==> src/rtl/spi_fe_pkg.sv <==
/*
 * spi_fe_pkg: constants and carriers for the serial front end of a small
 * spi memory: register map, status byte layout, opcodes, pin bundle.
 * assumes: nothing beyond a systemverilog compiler.
 */
`default_nettype none
package spi_fe_pkg;

	// register byte addresses, one aligned 32-bit word each
	localparam logic [7:0] REG_STATUS  = 8'h00; // ro: link state and status byte
	localparam logic [7:0] REG_RXINFO  = 8'h04; // ro: last byte in, last executed opcode
	localparam logic [7:0] REG_TXDATA  = 8'h08; // rw: byte sent for memory reads
	localparam logic [7:0] REG_NVBITS  = 8'h0c; // rw: retained protection bits
	localparam logic [7:0] REG_BUSYCLR = 8'h10; // w1c: bit0 ends the internal write cycle

	// status byte field positions
	localparam int BIT_BUSY = 0;
	localparam int BIT_WEL  = 1;
	localparam int BIT_BPLO = 2;
	localparam int BIT_BPHI = 3;
	localparam int BIT_LOCK = 7;

	// status register word extras
	localparam int BIT_SELECTED = 8;
	localparam int BIT_PAUSED   = 9;
	localparam int BIT_STANDBY  = 10;
	localparam int BIT_PRIMED   = 11;
	localparam int BIT_HWPROT   = 12;
	localparam int POS_BITCNT   = 16;

	// instruction codes
	localparam logic [7:0] OP_WREN  = 8'h06;
	localparam logic [7:0] OP_WRDI  = 8'h04;
	localparam logic [7:0] OP_RDSR  = 8'h05;
	localparam logic [7:0] OP_WRSR  = 8'h01;
	localparam logic [7:0] OP_READ  = 8'h03;
	localparam logic [7:0] OP_WRITE = 8'h02;

	// bit counter width, and bit counts at which a phase is complete
	localparam int          CNT_W       = 16;
	localparam logic [15:0] CNT_OPCODE  = 16'h0008;
	localparam logic [15:0] CNT_WRSR    = 16'h0010;
	localparam logic [15:0] CNT_READHDR = 16'h0020;
	localparam logic [15:0] CNT_WRITE   = 16'h0028;

	// axi response codes
	localparam logic [1:0] RESP_OKAY   = 2'h0;
	localparam logic [1:0] RESP_SLVERR = 2'h2;

	// reset values
	localparam logic [7:0] RST_BYTE = 8'h00;

	// serial pins as seen by the device
	typedef struct packed {
		logic sclk;
		logic csN;
		logic mosi;
		logic pauseN;
		logic protectN;
	} spi_pins_s;

	// non-volatile protection bits
	typedef struct packed {
		logic lock;
		logic bpHi;
		logic bpLo;
	} nv_bits_s;

endpackage
`default_nettype wire

==> src/rtl/spi_eeprom_serial_front_end.sv <==
/*
 * spi_eeprom_serial_front_end: device side serial front end of a small spi
 * memory. pins are oversampled on core_clk; registers over axi4-lite.
 * assumes: serial clock well below core_clk/4, pins asynchronous to core_clk,
 * rst_n stands for the internal power-on reset.
 */
`default_nettype none
// Operation
// - output bit changes only after falling edge
// - input bit captured on each rising edge
// - deselected means output floats
// - deselected and idle means standby, selected active
// - select only after a falling select edge
// - all input bytes arrive msb first
// - output msb first, from first falling edge
// - first bit sampled on first rising edge
// - instructions ignored while reset is held
// - reset leaves deselected, latch and busy cleared
// - reset keeps lock and protect bits
// - pause floats output, ignores clock and data
// - pause starts on pause low, clock low
// - pause ends on pause high, clock low
// - deselect while paused resets interface state
// - protect pin freezes the protect bits; the code freezes them only while the lock bit is set
// - execute only if deselect follows last bit
// - writes need bit count multiple of eight
module spi_eeprom_serial_front_end #(
	parameter int ADDR_W = 8
) (
	input  wire logic                  core_clk,
	input  wire logic                  rst_n,
	input  wire logic                  ce,
	input  wire spi_fe_pkg::spi_pins_s pinsIn,
	output logic                       misoOut,
	output logic                       misoOe,
	output logic                       activePower,
	output logic                       standbyPower,
	input  wire logic [ADDR_W-1:0]     s_axi_awaddr,
	input  wire logic                  s_axi_awvalid,
	output logic                       s_axi_awready,
	input  wire logic [31:0]           s_axi_wdata,
	input  wire logic [3:0]            s_axi_wstrb,
	input  wire logic                  s_axi_wvalid,
	output logic                       s_axi_wready,
	output logic [1:0]                 s_axi_bresp,
	output logic                       s_axi_bvalid,
	input  wire logic                  s_axi_bready,
	input  wire logic [ADDR_W-1:0]     s_axi_araddr,
	input  wire logic                  s_axi_arvalid,
	output logic                       s_axi_arready,
	output logic [31:0]                s_axi_rdata,
	output logic [1:0]                 s_axi_rresp,
	output logic                       s_axi_rvalid,
	input  wire logic                  s_axi_rready
);

	typedef struct packed {
		spi_fe_pkg::spi_pins_s       sync1;
		spi_fe_pkg::spi_pins_s       sync2;
		logic                        clkPrev;
		logic                        csPrev;
		logic                        primed;
		logic                        selected;
		logic                        paused;
		logic                        outLive;
		logic [spi_fe_pkg::CNT_W-1:0] bitCnt;
		logic [7:0]                  shiftIn;
		logic [7:0]                  shiftOut;
		logic [7:0]                  opcode;
		logic [7:0]                  dataByte;
		logic [7:0]                  lastRx;
		logic [7:0]                  lastExec;
		logic [7:0]                  txData;
		logic                        write_enable_latch;
		logic                        busy;
		spi_fe_pkg::nv_bits_s        nv;
		logic                        awGot;
		logic                        wGot;
		logic [ADDR_W-1:0]           awAddr;
		logic [31:0]                 wData;
		logic [3:0]                  wStrb;
		logic                        bValid;
		logic [1:0]                  bResp;
		logic                        rValid;
		logic [31:0]                 rData;
		logic [1:0]                  rResp;
	} state_s;

	state_s q;
	state_s d;

	logic       clkS;
	logic       csS;
	logic       mosiS;
	logic       pauseS;
	logic       protS;
	logic       riseEv;
	logic       fallEv;
	logic       csFall;
	logic       csRise;
	logic       hwProt;
	logic       readOn;
	logic       canExec;
	logic [7:0] statusByte;
	logic [7:0] byteIn;

	// synchronised pin levels and their edges, all from the second stage
	assign clkS   = q.sync2.sclk;
	assign csS    = q.sync2.csN;
	assign mosiS  = q.sync2.mosi;
	assign pauseS = q.sync2.pauseN;
	assign protS  = q.sync2.protectN;
	assign riseEv = clkS & ~q.clkPrev;
	assign fallEv = ~clkS & q.clkPrev;
	assign csFall = ~csS & q.csPrev;
	assign csRise = csS & ~q.csPrev;
	assign hwProt = q.nv.lock & ~protS;
	assign byteIn = {q.shiftIn[6:0], mosiS};

	// status byte as shifted out, unused bits read as zero
	always_comb begin
		statusByte = 8'h00;
		statusByte[spi_fe_pkg::BIT_BUSY] = q.busy;
		statusByte[spi_fe_pkg::BIT_WEL]  = q.write_enable_latch;
		statusByte[spi_fe_pkg::BIT_BPLO] = q.nv.bpLo;
		statusByte[spi_fe_pkg::BIT_BPHI] = q.nv.bpHi;
		statusByte[spi_fe_pkg::BIT_LOCK] = q.nv.lock;
	end

	// output phase starts once the whole read header is in
	assign readOn = ((q.opcode == spi_fe_pkg::OP_RDSR) && (q.bitCnt >= spi_fe_pkg::CNT_OPCODE))
		|| ((q.opcode == spi_fe_pkg::OP_READ) && (q.bitCnt >= spi_fe_pkg::CNT_READHDR));

	// deselect lands between the last rising edge and the next one only
	// when the count is a whole number of bytes; a paused deselect aborts
	assign canExec = q.selected && !q.paused && (q.bitCnt != '0) && (q.bitCnt[2:0] == 3'h0);

	// next-state logic for link, status and bus slave
	always_comb begin
		d = q;
		d.sync1 = pinsIn;
		d.sync2 = q.sync1;
		d.clkPrev = clkS;
		d.csPrev = csS;
		if (csS) begin
			d.primed = 1'b1;
		end

		// pause only follows the pin while clock is low, so a change
		// made with clock high simply waits for the low phase
		if (q.selected && !clkS) begin
			d.paused = ~pauseS;
		end

		if (csFall && q.primed) begin
			d.selected = 1'b1;
			d.paused = 1'b0;
			d.bitCnt = '0;
			d.opcode = spi_fe_pkg::RST_BYTE;
			d.outLive = 1'b0;
		end else if (q.selected && !q.paused) begin
			if (riseEv) begin
				d.shiftIn = byteIn;
				d.bitCnt = q.bitCnt + 1'b1;
				if (q.bitCnt[2:0] == 3'h7) begin
					d.lastRx = byteIn;
					if (q.bitCnt == (spi_fe_pkg::CNT_OPCODE - 1'b1)) begin
						d.opcode = byteIn;
					end
					if (q.bitCnt == (spi_fe_pkg::CNT_WRSR - 1'b1)) begin
						d.dataByte = byteIn;
					end
				end
			end
			// new byte on a byte boundary, otherwise next bit, msb first
			if (fallEv && readOn) begin
				d.outLive = 1'b1;
				if (q.bitCnt[2:0] == 3'h0) begin
					d.shiftOut = (q.opcode == spi_fe_pkg::OP_RDSR) ? statusByte : q.txData;
				end else begin
					d.shiftOut = {q.shiftOut[6:0], 1'b0};
				end
			end
		end

		// bus write; busy clear comes first so a cycle start wins over it
		if (q.awGot && q.wGot && !q.bValid) begin
			d.awGot = 1'b0;
			d.wGot = 1'b0;
			d.bValid = 1'b1;
			d.bResp = spi_fe_pkg::RESP_OKAY;
			if (q.awAddr == spi_fe_pkg::REG_TXDATA) begin
				if (q.wStrb[0]) begin
					d.txData = q.wData[7:0];
				end
			end else if (q.awAddr == spi_fe_pkg::REG_NVBITS) begin
				if (q.wStrb[0] && !q.busy) begin
					d.nv.lock = q.wData[spi_fe_pkg::BIT_LOCK];
					d.nv.bpHi = q.wData[spi_fe_pkg::BIT_BPHI];
					d.nv.bpLo = q.wData[spi_fe_pkg::BIT_BPLO];
				end
			end else if (q.awAddr == spi_fe_pkg::REG_BUSYCLR) begin
				if (q.wStrb[0] && q.wData[0]) begin
					d.busy = 1'b0;
				end
			end else if ((q.awAddr == spi_fe_pkg::REG_STATUS)
				|| (q.awAddr == spi_fe_pkg::REG_RXINFO)) begin
				d.bResp = spi_fe_pkg::RESP_OKAY; // read-only, write ignored
			end else begin
				d.bResp = spi_fe_pkg::RESP_SLVERR;
			end
		end

		// deselect ends the frame and executes a complete instruction
		if (csRise) begin
			d.selected = 1'b0;
			d.paused = 1'b0;
			d.bitCnt = '0;
			d.outLive = 1'b0;
			if (canExec) begin
				d.lastExec = q.opcode;
				case (q.opcode)
					spi_fe_pkg::OP_WREN: begin
						d.write_enable_latch = 1'b1;
					end
					spi_fe_pkg::OP_WRDI: begin
						d.write_enable_latch = 1'b0;
					end
					spi_fe_pkg::OP_WRSR: begin
						if (q.write_enable_latch && !hwProt && (q.bitCnt == spi_fe_pkg::CNT_WRSR)) begin
							d.nv.lock = q.dataByte[spi_fe_pkg::BIT_LOCK];
							d.nv.bpHi = q.dataByte[spi_fe_pkg::BIT_BPHI];
							d.nv.bpLo = q.dataByte[spi_fe_pkg::BIT_BPLO];
							d.write_enable_latch = 1'b0;
							d.busy = 1'b1;
						end
					end
					spi_fe_pkg::OP_WRITE: begin
						if (q.write_enable_latch && (q.bitCnt >= spi_fe_pkg::CNT_WRITE)) begin
							d.write_enable_latch = 1'b0;
							d.busy = 1'b1;
						end
					end
					default: begin
						d.lastExec = q.opcode;
					end
				endcase
			end
		end

		// write address and data may come in either order
		if (s_axi_awvalid && s_axi_awready) begin
			d.awGot = 1'b1;
			d.awAddr = s_axi_awaddr;
		end
		if (s_axi_wvalid && s_axi_wready) begin
			d.wGot = 1'b1;
			d.wData = s_axi_wdata;
			d.wStrb = s_axi_wstrb;
		end
		if (q.bValid && s_axi_bready) begin
			d.bValid = 1'b0;
		end

		// read channel, one outstanding read
		if (s_axi_arvalid && s_axi_arready) begin
			d.rValid = 1'b1;
			d.rResp = spi_fe_pkg::RESP_OKAY;
			d.rData = 32'h0000_0000;
			if (s_axi_araddr == spi_fe_pkg::REG_STATUS) begin
				d.rData[7:0] = statusByte;
				d.rData[spi_fe_pkg::BIT_SELECTED] = q.selected;
				d.rData[spi_fe_pkg::BIT_PAUSED] = q.paused;
				d.rData[spi_fe_pkg::BIT_STANDBY] = ~q.selected & ~q.busy;
				d.rData[spi_fe_pkg::BIT_PRIMED] = q.primed;
				d.rData[spi_fe_pkg::BIT_HWPROT] = hwProt;
				d.rData[spi_fe_pkg::POS_BITCNT +: spi_fe_pkg::CNT_W] = q.bitCnt;
			end else if (s_axi_araddr == spi_fe_pkg::REG_RXINFO) begin
				d.rData[15:0] = {q.lastExec, q.lastRx};
			end else if (s_axi_araddr == spi_fe_pkg::REG_TXDATA) begin
				d.rData[7:0] = q.txData;
			end else if (s_axi_araddr == spi_fe_pkg::REG_NVBITS) begin
				d.rData[spi_fe_pkg::BIT_LOCK] = q.nv.lock;
				d.rData[spi_fe_pkg::BIT_BPHI] = q.nv.bpHi;
				d.rData[spi_fe_pkg::BIT_BPLO] = q.nv.bpLo;
			end else if (s_axi_araddr == spi_fe_pkg::REG_BUSYCLR) begin
				d.rData[0] = q.busy;
			end else begin
				d.rResp = spi_fe_pkg::RESP_SLVERR;
			end
		end
		if (q.rValid && s_axi_rready) begin
			d.rValid = 1'b0;
		end
	end

	// state register; the retained protection bits survive reset on
	// purpose, everything else returns to its idle value
	always_ff @(posedge core_clk) begin
		if (!rst_n) begin
			q <= '0;
			q.nv <= q.nv;
		end else if (ce) begin
			q <= d;
		end
	end

	// bus handshakes; readies drop with ce so no beat is lost
	assign s_axi_awready = ce & ~q.awGot & ~q.bValid;
	assign s_axi_wready  = ce & ~q.wGot & ~q.bValid;
	assign s_axi_bvalid  = q.bValid;
	assign s_axi_bresp   = q.bResp;
	assign s_axi_arready = ce & ~q.rValid;
	assign s_axi_rvalid  = q.rValid;
	assign s_axi_rdata   = q.rData;
	assign s_axi_rresp   = q.rResp;

	// serial output and power mode
	assign misoOut      = q.shiftOut[7];
	assign misoOe       = q.selected & ~q.paused & q.outLive;
	assign activePower  = q.selected;
	assign standbyPower = ~q.selected & ~q.busy;

	property p_float_deselected;
		@(posedge core_clk) disable iff (!rst_n)
		!q.selected |-> !misoOe;
	endproperty
	a_float_deselected: assert property (p_float_deselected)
		else $error("output driven while deselected");

	property p_float_paused;
		@(posedge core_clk) disable iff (!rst_n)
		q.paused |-> !misoOe;
	endproperty
	a_float_paused: assert property (p_float_paused)
		else $error("output driven while paused");

	property p_out_on_fall;
		@(posedge core_clk) disable iff (!rst_n)
		$past(rst_n) && $changed(misoOut) |-> $past(fallEv) && $past(q.selected);
	endproperty
	a_out_on_fall: assert property (p_out_on_fall)
		else $error("output bit changed without falling clock");

	property p_count_on_rise;
		@(posedge core_clk) disable iff (!rst_n)
		(ce && riseEv && q.selected && !q.paused && !csRise && !csFall)
			|=> q.bitCnt == $past(q.bitCnt) + 1'b1;
	endproperty
	a_count_on_rise: assert property (p_count_on_rise)
		else $error("rising clock not counted");

	property p_needs_fall;
		@(posedge core_clk) disable iff (!rst_n)
		!q.primed |-> !q.selected;
	endproperty
	a_needs_fall: assert property (p_needs_fall)
		else $error("selected without prior high select");

	property p_reset_state;
		@(posedge core_clk) disable iff (1'b0)
		// only a reset entered from run; the retained bits are unknown at power-up
		rst_n ##1 !rst_n |=> !q.write_enable_latch && !q.busy && !q.selected && (q.nv == $past(q.nv));
	endproperty
	a_reset_state: assert property (p_reset_state)
		else $error("reset state wrong");

	property p_pause_clk_low;
		@(posedge core_clk) disable iff (!rst_n)
		$changed(q.paused) && q.selected && $past(q.selected) |-> !$past(clkS);
	endproperty
	a_pause_clk_low: assert property (p_pause_clk_low)
		else $error("pause changed with clock high");

	property p_abort_paused;
		@(posedge core_clk) disable iff (!rst_n)
		(ce && csRise && q.paused) |=> !q.paused && (q.bitCnt == '0)
			&& (q.lastExec == $past(q.lastExec)) && (q.write_enable_latch == $past(q.write_enable_latch));
	endproperty
	a_abort_paused: assert property (p_abort_paused)
		else $error("paused deselect did not abort");

	property p_busy_whole_bytes;
		@(posedge core_clk) disable iff (!rst_n)
		$rose(q.busy) |-> $past(q.bitCnt[2:0]) == 3'h0 && $past(csRise);
	endproperty
	a_busy_whole_bytes: assert property (p_busy_whole_bytes)
		else $error("write accepted on partial byte");

	property p_protect_frozen;
		@(posedge core_clk) disable iff (!rst_n)
		(ce && csRise && hwProt) |=> q.nv == $past(q.nv);
	endproperty
	a_protect_frozen: assert property (p_protect_frozen)
		else $error("protect bits changed while frozen");

endmodule
`default_nettype wire

==> config.mk <==
export PLATFORM = sky130hd
export DESIGN_NAME = spi_eeprom_serial_front_end
export DESIGN_NICKNAME = d
export VERILOG_FILES = /design/src/rtl/spi_fe_pkg.sv /design/src/rtl/spi_eeprom_serial_front_end.sv
export SDC_FILE = /design/constraint.sdc
export NUM_CORES = 1
export LEC_CHECK = 0
export ABC_AREA = 1
export ABC_CLOCK_PERIOD_IN_PS = 2350
export BUFFER_PORTS_ARGS = -buffer_cell sky130_fd_sc_hd__buf_2
export CAP_MARGIN = 20
export CORE_MARGIN = 3
export CORE_UTILIZATION = 57
export DETAILED_ROUTE_END_ITERATION = 10
export PLACE_DENSITY_LB_ADDON = 0.25
export SLEW_MARGIN = 20
export SYNTH_ARGS = -nofsm -noshare
export SYNTH_HDL_FRONTEND = slang
export SYNTH_SLANG_ARGS = --single-unit
==> constraint.sdc <==
create_clock -name core_clk -period 2.35 [get_ports core_clk]
set_input_delay 0.47 -clock core_clk [delete_from_list [all_inputs] [get_ports core_clk]]
set_output_delay 0.47 -clock core_clk [all_outputs]
set_load 0.02 [all_outputs]
== Word level (Yosys, flattened, before mapping) ==
Index checks and enable logic that the tools add are counted.
Word-level totals
  memories kept: 0
  ROM bits: 0
  logic and storage cells: 214
  bits in latches: 0
  bits in writable memories: 0
  input port bits: 65
  register bits: 150
Operators by class
  bitwise operators: 27
  multiplexer cells: 57
  add/subtract/negate cells: 1
  $lt $le $gt $ge: 3
  eq/ne operators: 20
  shift operators: 0
  multiply operators: 0
  divide/modulo/power cells: 0
  reductions and logical operators: 67
Operator list (number)
  $mux W24: 3
  $mux W8: 8
  $mux W57: 1
  $eq A8 B3 Y1 const B: 5
  $mux W35: 1
  $eq A8 B4 Y1 const B: 4
  $ge A16 B6 Y1 const B: 2
  $mux W2: 12
  $reduce_and A2 Y1: 12
  $mux W3: 7
  $logic_and A1 B1 Y1: 20
  $mux W19: 1
  $reduce_bool A2 Y1: 9
  $mux W17: 1
  $add A16 B1 Y16 const B: 1
  $eq A16 B3 Y1 const B: 1
  $eq A16 B4 Y1 const B: 1
  $eq A16 B5 Y1 const B: 1
  $eq A8 B2 Y1 const B: 2
  $eq A8 B5 Y1 const B: 2
  $ge A16 B4 Y1 const B: 1
  $logic_not A8 Y1: 2
  $mux W16: 1
  $reduce_bool A16 Y1: 1
  21 further kinds: 76

== Logic depth before layout (Yosys ltp) ==
  depth in word-level cells: 10
  depth in mapped cells: 11

== Least setup slack after synthesis ==
Ideal clock, no wire load.
  path kind: input port to flip-flop
  start point: input ce
  end point: register q[42] in the netlist's numbering
  stages on the path: 8
  arrival time: 1.656 ns
  setup time: 0.116 ns
  buffers on the path: 3
  path slack: 0.579 ns
  cells stage by stage: buf_4 > inv_2 > buf_6 > nor3_2 > nand2_1 > buf_2 > o21ai_0 > nor2_1
Between the ends
  cells in the longest elaborated chain, start to end: 4
RTL lines
  start, declared: line spi_eeprom_serial_front_end.sv:32  | input wire logic ce,
  $and A1 B1 Y1 (2 in a row): line spi_eeprom_serial_front_end.sv:310  | assign s_axi_wready = ce & ~q.wGot & ~q.bValid;
  net s_axi_wready: line spi_eeprom_serial_front_end.sv:44  | output logic s_axi_wready,
  $logic_and A1 B1 Y1: line spi_eeprom_serial_front_end.sv:256  | if (s_axi_wvalid && s_axi_wready) begin
  $reduce_and A2 Y1 (no line)
  end, declared: line spi_eeprom_serial_front_end.sv:89  | state_s q;
The timed path passes the listed nets, and every way through them passes these cells.
A chain may end at the register's enable or synchronous reset.

==> results.toml <==
[status]
outcome = "completed"

[timing]
worstMarginPinSlew_ns = 0.635
rsz0062_at_grt = "no"
fin_crit_sh_pct = 83.4
fin_ws_ns = 0.389
skew_ns = 0.0129
hold_viol_final = 0
slew_violations = 0
tns_ns = 0
setup_viol = 0
period_needed_ns = 1.96
fmax_mhz = 510
slew_headroom_pct = 57.4

[placement]
dp_hpwl_mm = 11.8
pre_cts_slack_ns = 0.391
place_congestion = 0.935
dp_cells = 1098
port-buffer-count = 80
placed_cell_area_mm2 = 0.00698

[final_layout]
antennaDiodeCount = 0
fin_area_mm2 = 0.00760
area_delta_synth_final_pct = 13.0
stdcell_count = 1130
fillCellCount = 987
drive_gt1_share_pct = 18.6
final_nets = 1042
finish.utilization_pct = 66.3

[critical_path]
crit_path_top_delay_cell = "nor4_2"
worst-path-stages = 9
slowest_delay_ns = 0.43
crit_top_cell = "nand2_1"
cp.required_ns = 2.53
cp_max_fo = 4
cp-start-kind = "flip-flop"
crit_family = "simple AND/OR/NAND/NOR gates"
arrival_ns = 2.14
cp-end-kind = "flip-flop"
crit_buf_inv = 2
reg2reg_depth = 9
crit_type = "reg2reg"
crit_chain = "inv_1 > ha_1 > nand3_1 > inv_1 > nand2_1 > nor4_2 > nand2_1 > nand2_1 > nand2_1"

[pwr]
intPower_mw = 4.37
pwr-share-seq_pct = 44.1
p_per_area_mw_per_mm2 = 750
p_switching_mw = 1.33
ir_worst_vdd_uv = 1130
swShare_pct = 23.4
total_leakage_power_nw = 3.20
clockPowerShare_pct = 49.7
comb_power_share_pct = 6.2

[routing]
vias_per_cell = 5.47
detail_route.wl_per_cell_um = 14.8
dr.pass1.iters = 5
drt_iter0_markers = 643
num_vias = 6176
drc = 0
routed_wl_mm = 16.7
postRouteAntennaNets = 0

[floorplan]
die_w_um = 115
die_h_um = 115
ios = 110
rows = 39
fp.coreArea_mm2 = 0.0115
initial_utilization_pct = 58.7
die_area_mm2 = 0.0131

[synthesis]
synth_top_family_by_area = "simple AND/OR/NAND/NOR gates"
syn-cell-area_mm2 = 0.00673
yosys.area.top_type_share_pct = 41.4
synth_fa_ha_area_share_pct = 0.558
synth_cell_type_count = 45
synth.avg_cell_area_um2 = 7.24
yosys.area_share.simple_pct = 27.8
synth.area.mux_share_pct = 0
yosys-top-cells-count = "nand2_1, dfxtp_1, nor2_1"
yosysMostFrequentCell = "nand2_1"
yosys.area.top_type = "dfxtp_1"
synth-xor-area-share_pct = 0
synth-main-ff-cell = "dfxtp_1"
yosysWarningCount = 0
synth_area_leaders = "dfxtp_1, nand2_1, nor2_1"
async_reset_ff_share_pct = 0
ys_seq_elements = 142
synth-compound-area-share_pct = 16.8
synth_edf_count = 3
synthCells = 930
synth_seq_area_share_pct = 42.7

[clock_tree]
clkSinkCount = 142
post_cts_buffers = 0
cts_tree = "yes"
cts_resized = 0
max-clock-path-buffers = 2
h-tree-depth = 4
cts_buffers = 17
cts-root-buf = "clkbuf_16"
clk_pin_slew_ns = 0.06
insertion_delay_ns = 0.43
ctsHoldBuffers = 0

[flow_run]
cap_violations = 0

[grt]
gr-usage-all-layers_pct = 25.6
grt_overflow = 0
antenna_found_initial = 0
grt_max_degree = 47
grt_pass1_vias = 5425
grt_pass1_wl_mm = 26.4

[min_path]
hold_class = "in2reg"
min_path_cells = 3
## power groups by stage
stage | registers (mW) | clock network (mW) | logic [mW]
finish | 2.52 | 2.83 | 0.353
global route | 2.52 | 2.96 | 0.391
CTS | 2.52 | 2.85 | 0.352
detailed placement | 2.57 | 0 | 0.348
global placement | 2.57 | 0 | 0.346
floorplan | 2.56 | 0 | 0.267
## cells by family after synthesis
| kind of cell | after synthesis |
|---|---|
| adder cells (fa/ha/maj) | 3 |
| AND/OR/NAND/NOR | 410 |
| buffers and inverters | 171 |
| AO/OA/AOI/OAI | 203 |
| flip-flops | 142 |
| other | 1 |
## cells in the final DEF (no fill, tap or decap), drive strengths merged
cell and count:
clkinvlp 3, o221ai 1, nand4 7, nand3b 1, inv 101, nor4 3, dfxtp 139, clkinv 8
o32ai 1, o22ai 1, a22oi 8, nor2 147, ha 3, or2 1, nand2 168, o21ai 78
buf 93, edfxtp 3, clkbuf 18, o211ai 6, a31oi 7, nor3b 1, nor3 23, a211oi 16
bufinv 4, nand3 59, a21oi 84, o31ai 1, conb 2
## worst paths after layout
kind / from / endpoint / slack (ns)
setup / recovery: q[145] / q[84] / 0.39
hold / removal: pinsIn[3] / d[170] / 0.27
setup reg to reg: q[145] / q[84] / 0.39
hold reg to reg: q[100] / q[100] / 0.45
## flip-flops by register name, indices dropped and copies added (netlist names)
name          cells
q                87
s_axi_rdata      32
byteIn            7
d                 5
activePower       1
clkS              1
csS               1
misoOut           1
mosiS             1
pauseS            1
protS             1
s_axi_bresp       1
s_axi_bvalid      1
s_axi_rresp       1
s_axi_rvalid      1
## through the flow
step / total power, mW / hold WS [ns]
finish: 5.70 / 0.265
global route: 5.88 / 0.278
floorplan: 2.83 / 0.424
CTS: 5.72 / 0.259
global placement: 2.91 / 0.434
detailed placement: 2.92 / 0.442
## area by class of cell
cell class              instances  area (µm²)  area share (%)
clock buffers                  18         429            5.64
clock inverters                14         193            2.53
inverters                     102         388            5.10
multi-input cells             618        3040            40.0
flip-flops and latches        142        2870            37.8
well taps                     143         179            2.35
repair buffers                 93         498            6.55
## worst register-to-register path: stages, from the launching register on
cell     delay (ns)
dfxtp_1        0.32
inv_1          0.14
ha_1           0.21
nand3_1        0.14
inv_1          0.10
nand2_1        0.07
nor4_2         0.43
nand2_1        0.17
nand2_1        0.09
nand2_1        0.05
## per-layer routing
layer	vias up	track usage, %	share of wire, %
li1	3112	-	-
met1	2810	35.8	46
met2	220	38.5	44
met3	34	5.81	7.6
met4	0	9.74	2.1
met5	-	0	0
Note: power is estimated with default switching activity, not from simulation.
